`src/iorsd_pkg.sv`:
```
// constants and register map for the i/o register space decoder
// Behaviour
// [RULE1] bit set/clear only at addresses 0x00-0x1F
// [RULE2] bit test allowed in bit-accessible range
// [RULE3] some flags clear on writing one
// [RULE4] bit set/clear touches only addressed bit
// [RULE5] in/out instructions use addresses 0x00-0x3F
// [RULE6] data-space access maps at i/o plus 0x20
// [RULE7] software writes zero to reserved bits
// [RULE8] software never writes reserved addresses
// [RULE9] reserved reads zero, writes ignored
// [RULE10] flag reads don't clear; single-cycle access
package iorsd_pkg;
  localparam int unsigned IO_AW = 6;
  localparam int unsigned DW = 8;
  localparam logic [5:0] BIT_MAX_ADDR = 6'h1F;
  localparam logic [7:0] DATA_OFFSET = 8'h20;
  localparam logic [7:0] DATA_LAST = 8'h5F;
  localparam logic [5:0] A_CMP_DIS = 6'h01;
  localparam logic [5:0] A_BAUD_HI = 6'h02;
  localparam logic [5:0] A_FRAME_CFG = 6'h03;
  localparam logic [5:0] A_CMP_CS = 6'h08;
  localparam logic [5:0] A_BAUD_LO = 6'h09;
  localparam logic [5:0] A_SER_CTL = 6'h0A;
  localparam logic [5:0] A_SER_STAT = 6'h0B;
  localparam logic [5:0] A_SER_DATA = 6'h0C;
  localparam logic [5:0] A_USI_CTL = 6'h0D;
  localparam logic [5:0] A_USI_STAT = 6'h0E;
  localparam logic [5:0] A_USI_DATA = 6'h0F;
  localparam logic [5:0] A_PD_PIN = 6'h10;
  localparam logic [5:0] A_PD_DIR = 6'h11;
  localparam logic [5:0] A_PD_OUT = 6'h12;
  localparam logic [5:0] A_SCR0 = 6'h13;
  localparam logic [5:0] A_SCR1 = 6'h14;
  localparam logic [5:0] A_SCR2 = 6'h15;
  localparam logic [5:0] A_PB_PIN = 6'h16;
  localparam logic [5:0] A_PB_DIR = 6'h17;
  localparam logic [5:0] A_PB_OUT = 6'h18;
  // writable-bit masks, reserved bits are zero
  localparam logic [7:0] M_CMP_DIS = 8'h03;
  localparam logic [7:0] M_BAUD_HI = 8'h0F;
  localparam logic [7:0] M_FRAME_CFG = 8'h7F;
  localparam logic [7:0] M_PORT_D = 8'h7F;
  localparam logic [7:0] M_ALL = 8'hFF;
  // write-one-to-clear flag masks
  localparam logic [7:0] W1C_CMP_CS = 8'h10;
  localparam logic [7:0] W1C_SER_STAT = 8'h40;
  localparam logic [7:0] W1C_USI_STAT = 8'hE0;
  // hardware-owned read-only bits inside mixed registers
  localparam logic [7:0] HW_CMP_CS = 8'h20;
  localparam logic [7:0] HW_SER_STAT = 8'hBC;
  localparam logic [7:0] RST_VAL = 8'h00;
  localparam logic [7:0] RST_SER_STAT = 8'h20;
  typedef enum logic [3:0] {
    IORSD_OP_NONE = 4'h0,
    IORSD_OP_IN = 4'h1,
    IORSD_OP_OUT = 4'h2,
    IORSD_OP_SET_IO_BIT_INSTR = 4'h3,
    IORSD_OP_CLEAR_IO_BIT_INSTR = 4'h4,
    IORSD_OP_SKIP_IF_IO_BIT_SET_INSTR = 4'h5,
    IORSD_OP_SKIP_IF_IO_BIT_CLEAR_INSTR = 4'h6,
    IORSD_OP_DATA_SPACE_LOAD_INSTR = 4'h7,
    IORSD_OP_DATA_SPACE_STORE_INSTR = 4'h8
  } iorsd_op_t;
endpackage

```
`src/iorsd_decoder.sv`:
```
// i/o register space decoder: io, bit and data-space access
`timescale 1ns/1ns
`default_nettype none
module iorsd_decoder (
  input wire logic i_clock,
  input wire logic i_reset,
  input wire logic i_enable,
  input wire logic [3:0] i_op,
  input wire logic [7:0] i_addr,
  input wire logic [2:0] i_bit,
  input wire logic [7:0] i_wdata,
  input wire logic [7:0] i_port_b_pins,
  input wire logic [6:0] i_port_d_pins,
  input wire logic [7:0] i_flag_set,
  input wire logic [7:0] i_hw_status,
  output logic [7:0] o_rdata,
  output logic o_skip,
  output logic o_hit,
  output logic [7:0] o_port_b_out,
  output logic [7:0] o_port_b_dir,
  output logic [6:0] o_port_d_out,
  output logic [6:0] o_port_d_dir
);
  // i_flag_set: [0] comparator irq flag, [1] serial tx done, [4:2] usi start/overflow/stop
  // i_hw_status: [0] comparator output, [1] serial rx, [5:2] serial udre/fe/dor/upe
  localparam int unsigned NREG = 64;
  logic [7:0] regs_ff [NREG];
  logic [7:0] nxt_regs [NREG];
  logic [7:0] pb_s1_ff, pb_s2_ff;
  logic [6:0] pd_s1_ff, pd_s2_ff;
  logic [7:0] rdata_ff, nxt_rdata;
  logic skip_ff, nxt_skip;
  logic hit_ff, nxt_hit;
  logic [5:0] io_a;
  logic in_range, is_wr, is_rd, is_bit_set, is_bit_clr, is_test;
  logic [7:0] sel_mask, cur_val, w1c_m, bitmask;
  logic [7:0] hw_fset [NREG];

  // address translation: data space subtracts the offset
  always_comb begin
    io_a = i_addr[5:0];
    in_range = 1'b0;
    unique case (iorsd_pkg::iorsd_op_t'(i_op))
      iorsd_pkg::IORSD_OP_DATA_SPACE_LOAD_INSTR, iorsd_pkg::IORSD_OP_DATA_SPACE_STORE_INSTR: begin
        io_a = 6'(i_addr - iorsd_pkg::DATA_OFFSET); // [RULE6]
        in_range = (i_addr >= iorsd_pkg::DATA_OFFSET) && (i_addr <= iorsd_pkg::DATA_LAST);
      end
      iorsd_pkg::IORSD_OP_IN, iorsd_pkg::IORSD_OP_OUT: begin
        in_range = (i_addr[7:6] == 2'b00); // [RULE5]
      end
      iorsd_pkg::IORSD_OP_SET_IO_BIT_INSTR, iorsd_pkg::IORSD_OP_CLEAR_IO_BIT_INSTR,
      iorsd_pkg::IORSD_OP_SKIP_IF_IO_BIT_SET_INSTR, iorsd_pkg::IORSD_OP_SKIP_IF_IO_BIT_CLEAR_INSTR: begin
        in_range = (i_addr <= {2'b00, iorsd_pkg::BIT_MAX_ADDR}); // [RULE1] [RULE2]
      end
      default: in_range = 1'b0;
    endcase
  end

  // access classes and per-register masks
  always_comb begin
    is_wr = in_range && (i_op == iorsd_pkg::IORSD_OP_OUT || i_op == iorsd_pkg::IORSD_OP_DATA_SPACE_STORE_INSTR);
    is_rd = in_range && (i_op == iorsd_pkg::IORSD_OP_IN || i_op == iorsd_pkg::IORSD_OP_DATA_SPACE_LOAD_INSTR);
    is_bit_set = in_range && (i_op == iorsd_pkg::IORSD_OP_SET_IO_BIT_INSTR);
    is_bit_clr = in_range && (i_op == iorsd_pkg::IORSD_OP_CLEAR_IO_BIT_INSTR);
    is_test = in_range && (i_op == iorsd_pkg::IORSD_OP_SKIP_IF_IO_BIT_SET_INSTR ||
      i_op == iorsd_pkg::IORSD_OP_SKIP_IF_IO_BIT_CLEAR_INSTR);
    bitmask = 8'h01 << i_bit;
    w1c_m = 8'h00;
    unique case (io_a)
      iorsd_pkg::A_CMP_DIS: sel_mask = iorsd_pkg::M_CMP_DIS;
      iorsd_pkg::A_BAUD_HI: sel_mask = iorsd_pkg::M_BAUD_HI;
      iorsd_pkg::A_FRAME_CFG: sel_mask = iorsd_pkg::M_FRAME_CFG;
      iorsd_pkg::A_CMP_CS: begin
        sel_mask = iorsd_pkg::M_ALL & ~iorsd_pkg::HW_CMP_CS & ~iorsd_pkg::W1C_CMP_CS;
        w1c_m = iorsd_pkg::W1C_CMP_CS;
      end
      iorsd_pkg::A_SER_STAT: begin
        sel_mask = iorsd_pkg::M_ALL & ~iorsd_pkg::HW_SER_STAT & ~iorsd_pkg::W1C_SER_STAT;
        w1c_m = iorsd_pkg::W1C_SER_STAT;
      end
      iorsd_pkg::A_USI_STAT: begin
        sel_mask = iorsd_pkg::M_ALL & ~iorsd_pkg::W1C_USI_STAT;
        w1c_m = iorsd_pkg::W1C_USI_STAT;
      end
      iorsd_pkg::A_BAUD_LO, iorsd_pkg::A_SER_CTL, iorsd_pkg::A_SER_DATA, iorsd_pkg::A_USI_CTL,
      iorsd_pkg::A_USI_DATA, iorsd_pkg::A_SCR0, iorsd_pkg::A_SCR1, iorsd_pkg::A_SCR2,
      iorsd_pkg::A_PB_DIR, iorsd_pkg::A_PB_OUT: sel_mask = iorsd_pkg::M_ALL;
      iorsd_pkg::A_PD_DIR, iorsd_pkg::A_PD_OUT: sel_mask = iorsd_pkg::M_PORT_D;
      default: sel_mask = 8'h00; // reserved and pin registers take no writes [RULE9]
    endcase
  end

  // hardware event sets per register, routed by generate
  generate
    for (genvar g = 0; g < NREG; g++) begin : g_fset
      if (g == iorsd_pkg::A_CMP_CS) begin : g_c
        assign hw_fset[g] = {3'b000, i_flag_set[0], 4'h0};
      end else if (g == iorsd_pkg::A_SER_STAT) begin : g_s
        assign hw_fset[g] = {1'b0, i_flag_set[1], 6'h00};
      end else if (g == iorsd_pkg::A_USI_STAT) begin : g_u
        assign hw_fset[g] = {i_flag_set[4:2], 5'h00};
      end else begin : g_n
        assign hw_fset[g] = 8'h00;
      end
    end
  endgenerate

  // current value of the addressed register as seen by a read
  always_comb begin
    unique case (io_a)
      iorsd_pkg::A_PB_PIN: cur_val = pb_s2_ff;
      iorsd_pkg::A_PD_PIN: cur_val = {1'b0, pd_s2_ff};
      iorsd_pkg::A_CMP_CS: cur_val = regs_ff[io_a] | ({2'b00, i_hw_status[0], 5'h00} & iorsd_pkg::HW_CMP_CS);
      iorsd_pkg::A_SER_STAT: cur_val = regs_ff[io_a] |
        ({i_hw_status[1], 1'b0, i_hw_status[5:2], 2'b00} & iorsd_pkg::HW_SER_STAT);
      default: cur_val = regs_ff[io_a]; // reserved slots never written, stay zero [RULE9]
    endcase
  end

  // next register state; hardware set wins over software clear
  always_comb begin
    for (int r = 0; r < NREG; r++) begin
      nxt_regs[r] = regs_ff[r];
    end
    if (is_wr) begin
      // plain bits take data, w1c bits drop where a one is written [RULE3]
      nxt_regs[io_a] = (i_wdata & sel_mask) | (regs_ff[io_a] & w1c_m & ~i_wdata);
    end else if (is_bit_set) begin
      // only the addressed bit moves; other w1c flags untouched [RULE4]
      if ((bitmask & w1c_m) != 8'h00) begin
        nxt_regs[io_a] = regs_ff[io_a] & ~bitmask; // set on a flag is a one-write: clear [RULE3]
      end else begin
        nxt_regs[io_a] = regs_ff[io_a] | (bitmask & sel_mask); // [RULE1]
      end
    end else if (is_bit_clr) begin
      nxt_regs[io_a] = regs_ff[io_a] & ~(bitmask & sel_mask); // [RULE4]
    end
    for (int r = 0; r < NREG; r++) begin
      nxt_regs[r] = nxt_regs[r] | hw_fset[r];
    end
  end

  // read data, skip decision and hit, one cycle [RULE10]
  always_comb begin
    nxt_rdata = rdata_ff;
    nxt_skip = 1'b0;
    nxt_hit = is_wr || is_rd || is_bit_set || is_bit_clr || is_test;
    if (is_rd) begin
      nxt_rdata = cur_val; // read never clears flags [RULE10]
    end
    if (is_test) begin
      // skip on set or clear of the chosen bit [RULE2]
      nxt_skip = (i_op == iorsd_pkg::IORSD_OP_SKIP_IF_IO_BIT_SET_INSTR) ? cur_val[i_bit] : ~cur_val[i_bit];
    end
  end

  // pin synchronisers: pins come from outside the clock domain
  always_ff @(posedge i_clock or posedge i_reset) begin
    if (i_reset) begin
      pb_s1_ff <= 8'h00;
      pb_s2_ff <= 8'h00;
      pd_s1_ff <= 7'h00;
      pd_s2_ff <= 7'h00;
    end else if (i_enable) begin
      pb_s1_ff <= i_port_b_pins;
      pb_s2_ff <= pb_s1_ff;
      pd_s1_ff <= i_port_d_pins;
      pd_s2_ff <= pd_s1_ff;
    end
  end

  // register bank and response flops
  always_ff @(posedge i_clock or posedge i_reset) begin
    if (i_reset) begin
      for (int r = 0; r < NREG; r++) begin
        regs_ff[r] <= (r == iorsd_pkg::A_SER_STAT) ? iorsd_pkg::RST_SER_STAT : iorsd_pkg::RST_VAL;
      end
      rdata_ff <= 8'h00;
      skip_ff <= 1'b0;
      hit_ff <= 1'b0;
    end else if (i_enable) begin
      for (int r = 0; r < NREG; r++) begin
        regs_ff[r] <= nxt_regs[r];
      end
      rdata_ff <= nxt_rdata;
      skip_ff <= nxt_skip;
      hit_ff <= nxt_hit;
    end
  end

  assign o_rdata = rdata_ff;
  assign o_skip = skip_ff;
  assign o_hit = hit_ff;
  assign o_port_b_out = regs_ff[iorsd_pkg::A_PB_OUT];
  assign o_port_b_dir = regs_ff[iorsd_pkg::A_PB_DIR];
  assign o_port_d_out = regs_ff[iorsd_pkg::A_PD_OUT][6:0];
  assign o_port_d_dir = regs_ff[iorsd_pkg::A_PD_DIR][6:0];
endmodule
`default_nettype wire

```
`config.mk`:
```
export PLATFORM = sky130hd
export DESIGN_NAME = iorsd_decoder
export DESIGN_NICKNAME = d
export VERILOG_FILES = /design/src/iorsd_pkg.sv /design/src/iorsd_decoder.sv
export SDC_FILE = /design/constraint.sdc
export NUM_CORES = 1
export LEC_CHECK = 0
export ABC_AREA = 1
export BUFFER_PORTS_ARGS = -buffer_cell sky130_fd_sc_hd__buf_2
export CAP_MARGIN = 20
export CORE_ASPECT_RATIO = 1.1
export CORE_UTILIZATION = 45
export DETAILED_ROUTE_END_ITERATION = 16
export MAX_ROUTING_LAYER = met4
export PLACE_DENSITY = 0.72
export SYNTH_ARGS = -nofsm -noshare
export SYNTH_HDL_FRONTEND = slang
export SYNTH_SLANG_ARGS = --single-unit
```
`constraint.sdc`:
```
create_clock -name i_clock -period 17.3 [get_ports i_clock]
set_input_delay 0.865 -clock i_clock [delete_from_list [all_inputs] [get_ports i_clock]]
set_output_delay 0.865 -clock i_clock [all_outputs]
set_load 0.01 [all_outputs]
```
## Word level (Yosys, flattened, before mapping)

Cells that the tools add are included.

| word-level totals | value |
|---|---|
| register bits | 552 |
| input bits | 57 |
| output and inout port bits | 40 |
| word-level logic and storage cells | 173 |

| operators by class | value |
|---|---|
| $add $sub $neg | 1 |
| order comparisons | 6 |
| equality and inequality tests | 28 |
| shifts and indexed selects | 1 |
| mux-type cells | 22 |
| bitwise logic cells | 19 |
| reductions and logical operators | 25 |

Operator list:

| kind | number |
|---|---|
| $bwmux W512 | 4 |
| $mux W512 | 4 |
| $and A8 B8 Y8 | 7 |
| $eq A6 B5 Y1 const B | 9 |
| $bmux W8 S6 | 1 |
| $demux W8 S6 | 1 |
| $eq A6 B4 Y1 const B | 8 |
| $pmux W8 S6 | 1 |
| $or A8 B8 Y8 | 4 |
| $pmux W8 S4 | 1 |
| $mux W8 | 3 |
| $not A8 Y8 | 3 |
| $pmux W8 S3 | 1 |
| $eq A4 B3 Y1 const B | 4 |
| $eq A6 B2 Y1 const B | 2 |
| $reduce_or A10 Y1 | 1 |
| $eq A4 B2 Y1 const B | 2 |
| $ge A8 B6 Y1 const B | 1 |
| $le A8 B5 Y1 const B | 1 |
| $le A8 B7 Y1 const B | 1 |
| $or A8 B5 Y8 | 1 |
| $or A8 B6 Y8 | 1 |
| $or A8 B7 Y8 | 1 |
| $reduce_bool A8 Y1 | 1 |
| other kinds (22) | 39 |

## Depth between registers and ports, before layout

| logic depth | value |
|---|---|
| word-level depth | 14 |
| gate-level depth with buffers | 24 |
| depth with buffers taken out | 20 |

## Least setup slack after synthesis

No wires, ideal clock.

| path | value |
|---|---|
| path kind | input-to-reg |
| start point | input port i_addr[0] |
| end point | register regs_ff[263] in the netlist's numbering |
| setup time | 0.121 ns |
| data arrival time | 2.790 ns |
| required time | 17.179 ns |
| slack | 14.389 ns |
| stages | 17 |
| path buffers | 4 |
| cell sequence | buf_2 nand2_1 inv_2 buf_2 buf_2 nand2_1 nand2_1 o21ai_0 nand2_1 nor2_1 nor2_1 nor2_1 nand2_1 nand3_1 nand3_1 buf_2 a22o_1 |

| between the ends | value |
|---|---|
| word-level cells in the longest chain between the ends | 12 |
| elaborated cells on any way between the ends | 63 |
| those cells by class | add/sub (1); order compare (5); eq/ne (18); mux (17); bitwise (11); reduce/logical (11) |

Ends and longest elaborated chain:

| element | line | RTL |
|---|---|---|
| start, declared | iorsd_decoder.sv:9 | `input wire logic [7:0] i_addr,` |
| $sub A6 B6 Y6 | iorsd_decoder.sv:45 | `io_a = 6'(i_addr - iorsd_pkg::DATA_OFFSET);` |
| $mux W6 | iorsd_decoder.sv:43 | `unique case (iorsd_pkg::iorsd_op_t'(i_op))` |
| $eq A6 B4 Y1, or another cell as far along | iorsd_decoder.sv:69 | `unique case (io_a)` |
| $reduce_or A10 Y1, or another cell as far along | iorsd_decoder.sv:69 |  |
| $pmux W8 S6 | iorsd_decoder.sv:69 |  |
| $and A8 B8 Y8 | iorsd_decoder.sv:133, iorsd_decoder.sv:136 |  |
| $not A8 Y8 | iorsd_decoder.sv:136 | `nxt_regs[io_a] = regs_ff[io_a] & ~(bitmask & sel_mask);` |
| $and A8 B8 Y8 | iorsd_decoder.sv:136 |  |
| $bwmux W512 | iorsd_decoder.sv:136 |  |
| $mux W512 | iorsd_decoder.sv:135 | `end else if (is_bit_clr) begin` |
| $mux W512 | iorsd_decoder.sv:128 | `end else if (is_bit_set) begin` |
| $mux W512 | iorsd_decoder.sv:125 | `if (is_wr) begin` |
| end signal, assigned by index | iorsd_decoder.sv:176 | `regs_ff[r] <= (r == iorsd_pkg::A_SER_STAT) ? iorsd_pkg::RST_SER_STAT : iorsd_pkg::RST_VAL;` |
| end signal, assigned by index | iorsd_decoder.sv:183 | `regs_ff[r] <= nxt_regs[r];` |
| end, declared | iorsd_decoder.sv:27 | `logic [7:0] regs_ff [NREG];` |

Several ways; a longest one is shown, not always the timed one. The select of a mux whose other input is x is not followed.
A chain may end at the register's enable or synchronous reset.

## Worst setup path after layout

| path | value |
|---|---|
| start point | input port i_addr[1] |
| end point | register regs_ff, in the netlist o_port_b_dir[0] |

Same word-level chain as after synthesis.

==> flow_metrics.tcl <==
set metrics [dict create \
    run_status "finished clean" \
    period_share 0.340 \
    grt_first_pass_wirelength_microns 126000 \
    post_synth_num_cell_types 42 \
    timing.slew.headroom 0.268 \
    critical-path-top-delay-family "buffers and inverters" \
    path_buf_inv 5 \
    leading_post_synthesis_cells_by_cell_area "dfrtp_1 51%, nand2_1 27%, inv_1 5.4%" \
    maximum_number_of_pins_on_one_net_before_global_route_repair 184 \
    number_of_buffers_inserted_by_hold_repair_at_cts 0 \
    worst_hold_startpoint "i_port_d_pins[3]" \
    number_of_global_route_vias_before_repair 22800 \
    placeableCoreArea_sq_mm 0.0589 \
    hold-worst-slack_ns 0.453 \
    netlist_top_cells_count "1920 x nand2_1, 551 x dfrtp_1, 387 x inv_1" \
    row_count 93 \
    final-max-slew-violation-count 0 \
    chipHeight_microns 259 \
    post_drt_wl_per_cell_microns 17.4 \
    synth_area_sq_mm 0.0270 \
    critical_path.startpoint_type "input port" \
    placed_cells 4441 \
    worst_slew_pin_slew_ns 1.09 \
    post_route_cells_drive_above_1_share 0.0689 \
    fp.dieArea_sq_mm 0.0609 \
    remaining_overflow_grt 0 \
    yosys.cell_count.top_type "nand2_1" \
    drt-vias-per-instance 5.23 \
    critPathArrivalTime_ns 6.42 \
    cp.required_ns 17.85 \
    timing.reg2reg.worst_path_depth 15 \
    critical_path.endpoint_type "register" \
    drt_iter0_drc 2578 \
    area_delta_synth_final_pct 9.55 \
    routed_wl_microns 79000 \
    via_count 23800 \
    share_of_flip_flops_with_an_asynchronous_set_or_reset 1.00 \
    cts_max_level 2 \
    post_cts_resize_count 0 \
    r2r-start "o_port_d_out[6]" \
    ff2ff_setup_slack_ns 14.17 \
    drt-pass1-iter-count 6 \
    area_share_of_the_largest_cell_type_after_synthesis 0.511 \
    final_period_minus_worst_setup_slack_ns 5.88 \
    hold_end "pd_s1_ff[3]" \
    clk_pin_slew_ns 0.06 \
    timing.clock.skew_ns 0.0174 \
    clk_path_buf_depth 3 \
    final_core_util 0.502 \
    grt_util_all_layers 0.269 \
    dominantRegCellSynth "dfrtp_1" \
    max_clock_freq_mhz 170 \
    cts_tree "built" \
    post_synth_edffs 0 \
    layout.nets 3794 \
    synthesis.area_per_instance_sq_um 7.24 \
    place_congestion 0.976 \
    unrepaired_setup_endpoints_after_global_routing "false" \
    final_antenna_net_count 0 \
    crit_slowest_cell "o211ai_1" \
    rr_endpoint "regs_ff[270]" \
    clock_root_cell "clkbuf_16" \
    max-vdd-ir-drop_uv 103 \
    setup_total_negative_slack_ns 0 \
    place.detailed.hpwl_microns 50600 \
    crit_path_cell_trace "buf_2 > inv_2 > buf_4 > nand2_1 > nor2_1 > inv_1 > nor2_1 > nor3_2 > nand3_2 > nand2_1 > o211ai_1 > buf_4 > nand2_1 > nand2_1" \
    min-delay-path-class "input port to register" \
    ys_ff_latch 552 \
    chip_width_microns 235 \
    cts-buffers-inserted 54 \
    synth.net_count 3785 \
    leakage_nw 17.8 \
    io_port_bufs 91 \
    post_cts_buffers 0 \
    worst_skew_pair.late_latency_ns 0.62 \
    timing_worst_setup_path_type "input port to register" \
    timing.hold.worst_path_depth 3 \
    synth_instances 3728 \
    finalSetupViolations 0 \
    number_of_clock_sinks 552 \
    synth.largest_area_cell "dfrtp_1" \
    drt_drc 0 \
    antenna_found_initial 4 \
    yosysWarnings 0 \
    cellPowerDensity_mw_per_mm2 89.8 \
    synth.yosys.seq_area_share 0.512 \
    critical_path_peak_fanout 57 \
    io_pins 97 \
    stdcell_count 4539 \
    timing.critical_path.from "i_addr[1]" \
    worst_path_largest_cell_delay_ns 0.84 \
    critical_path.most_common_cell "nand2_1" \
    initial_utilization 0.458 \
    report.final.hold_viol_count 0 \
    drv.max_cap_violation_count 0 \
]
cell families after synthesis:
kind of cell	share of synthesized area
AO/OA/AOI/OAI	0.0467
buffers and inverters	0.0882
flip-flops	0.512
multiplexers	0.000371
AND/OR/NAND/NOR	0.353
where the power goes:
part,total [mW],internal (mW),switching [mW]
Combinational,0.148,0.0287,0.119
Sequential,1.31,1.30,0.00685
Clock,1.20,0.682,0.514
through the flow:
step                      cell area, sq um  total power [mW]  setup slack (ns)
after floorplan                      27000              1.43              1.00
after global placement               27800              1.48             11.08
after detailed placement             27800              1.48             11.08
after CTS                            29500              2.67             11.68
after global routing                 29600              2.73             11.39
final                                29600              2.65             11.43
worst max path at each step:
| stage | slack, ns | end | depth (start not counted) |
|---|---|---|---|
| 5_1_grt | 11.39 | regs_ff[448] | 14 |
| 6_report | 11.43 | o_port_b_dir[0] | 14 |
| 2_1_floorplan | 1.00 | o_hit | 1 |
| 4_1_cts | 11.68 | regs_ff[288] | 14 |
| 3_5_place_dp | 11.08 | regs_ff[296] | 14 |
| 3_3_place_gp | 11.08 | regs_ff[448] | 14 |
worst register-to-register path: stages (launching register included):
cell and delay (ns):
dfrtp_1 0.44, nand2_1 0.07, nand2_1 0.17, o21ai_0 0.11
nand2_1 0.13, nor2_1 0.05, nor2_1 0.25, nor2_1 0.13
nand2_1 0.17, nand2_1 0.07, o21ai_1 0.32, nand2_1 0.09
nand3_1 0.43, buf_4 0.43, nand2_1 0.11, nand2_1 0.07
final cells by class:
type,instances,area [sq um]
inverters,402,1520
well taps,760,951
diodes,3,7.51
flip-flops and latches,552,13800
fillers,5734,29300
multi-input cells,2608,10800
clock buffers,82,1650
repair buffers,119,693
clock inverters,13,125
registers in the layout, indices dropped and copies added (netlist names), 7 cells and up:
signal and count:
o_port_b_dir 8, pb_s1_ff 8, o_port_d_out 7, pb_s2_ff 8, o_port_d_dir 7, pd_s2_ff 7
o_port_b_out 8, regs_ff 482, pd_s1_ff 7, o_rdata 8
placed cells by master (no fill, tap or decap), types with 5 or more instances in the layout:
master / Yosys / routed
o21ai_1: 16 / 16
a21oi_1: 31 / 31
o21a_1: 6 / 6
clkbuf_8: 0 / 17
nand2_1: 1920 / 1920
inv_2: 11 / 12
clkbuf_16: 0 / 55
buf_4: 31 / 27
a22oi_1: 32 / 32
a22o_1: 11 / 11
nor2_1: 195 / 192
inv_1: 387 / 384
nor2_4: 13 / 14
o21ai_0: 102 / 102
clkbuf_1: 42 / 10
nor2_2: 7 / 9
nand4_1: 8 / 8
nand2_2: 6 / 6
buf_2: 69 / 90
clkinv_2: 0 / 8
nand3_1: 224 / 224
dfrtp_1: 551 / 551
o211ai_1: 5 / 5
nor3_1: 7 / 7
routing by layer:
metal  vias up  share of wire  track usage  wire length, microns
li1      11300              -            -                     -
met1     11300           0.43        0.350                 33600
met2       976           0.45        0.419                 35900
met3       234          0.078       0.0411                  6140
met4         0          0.043        0.116                  3390
met5         -              0            -                     0
(Power assumes the default switching activity.)
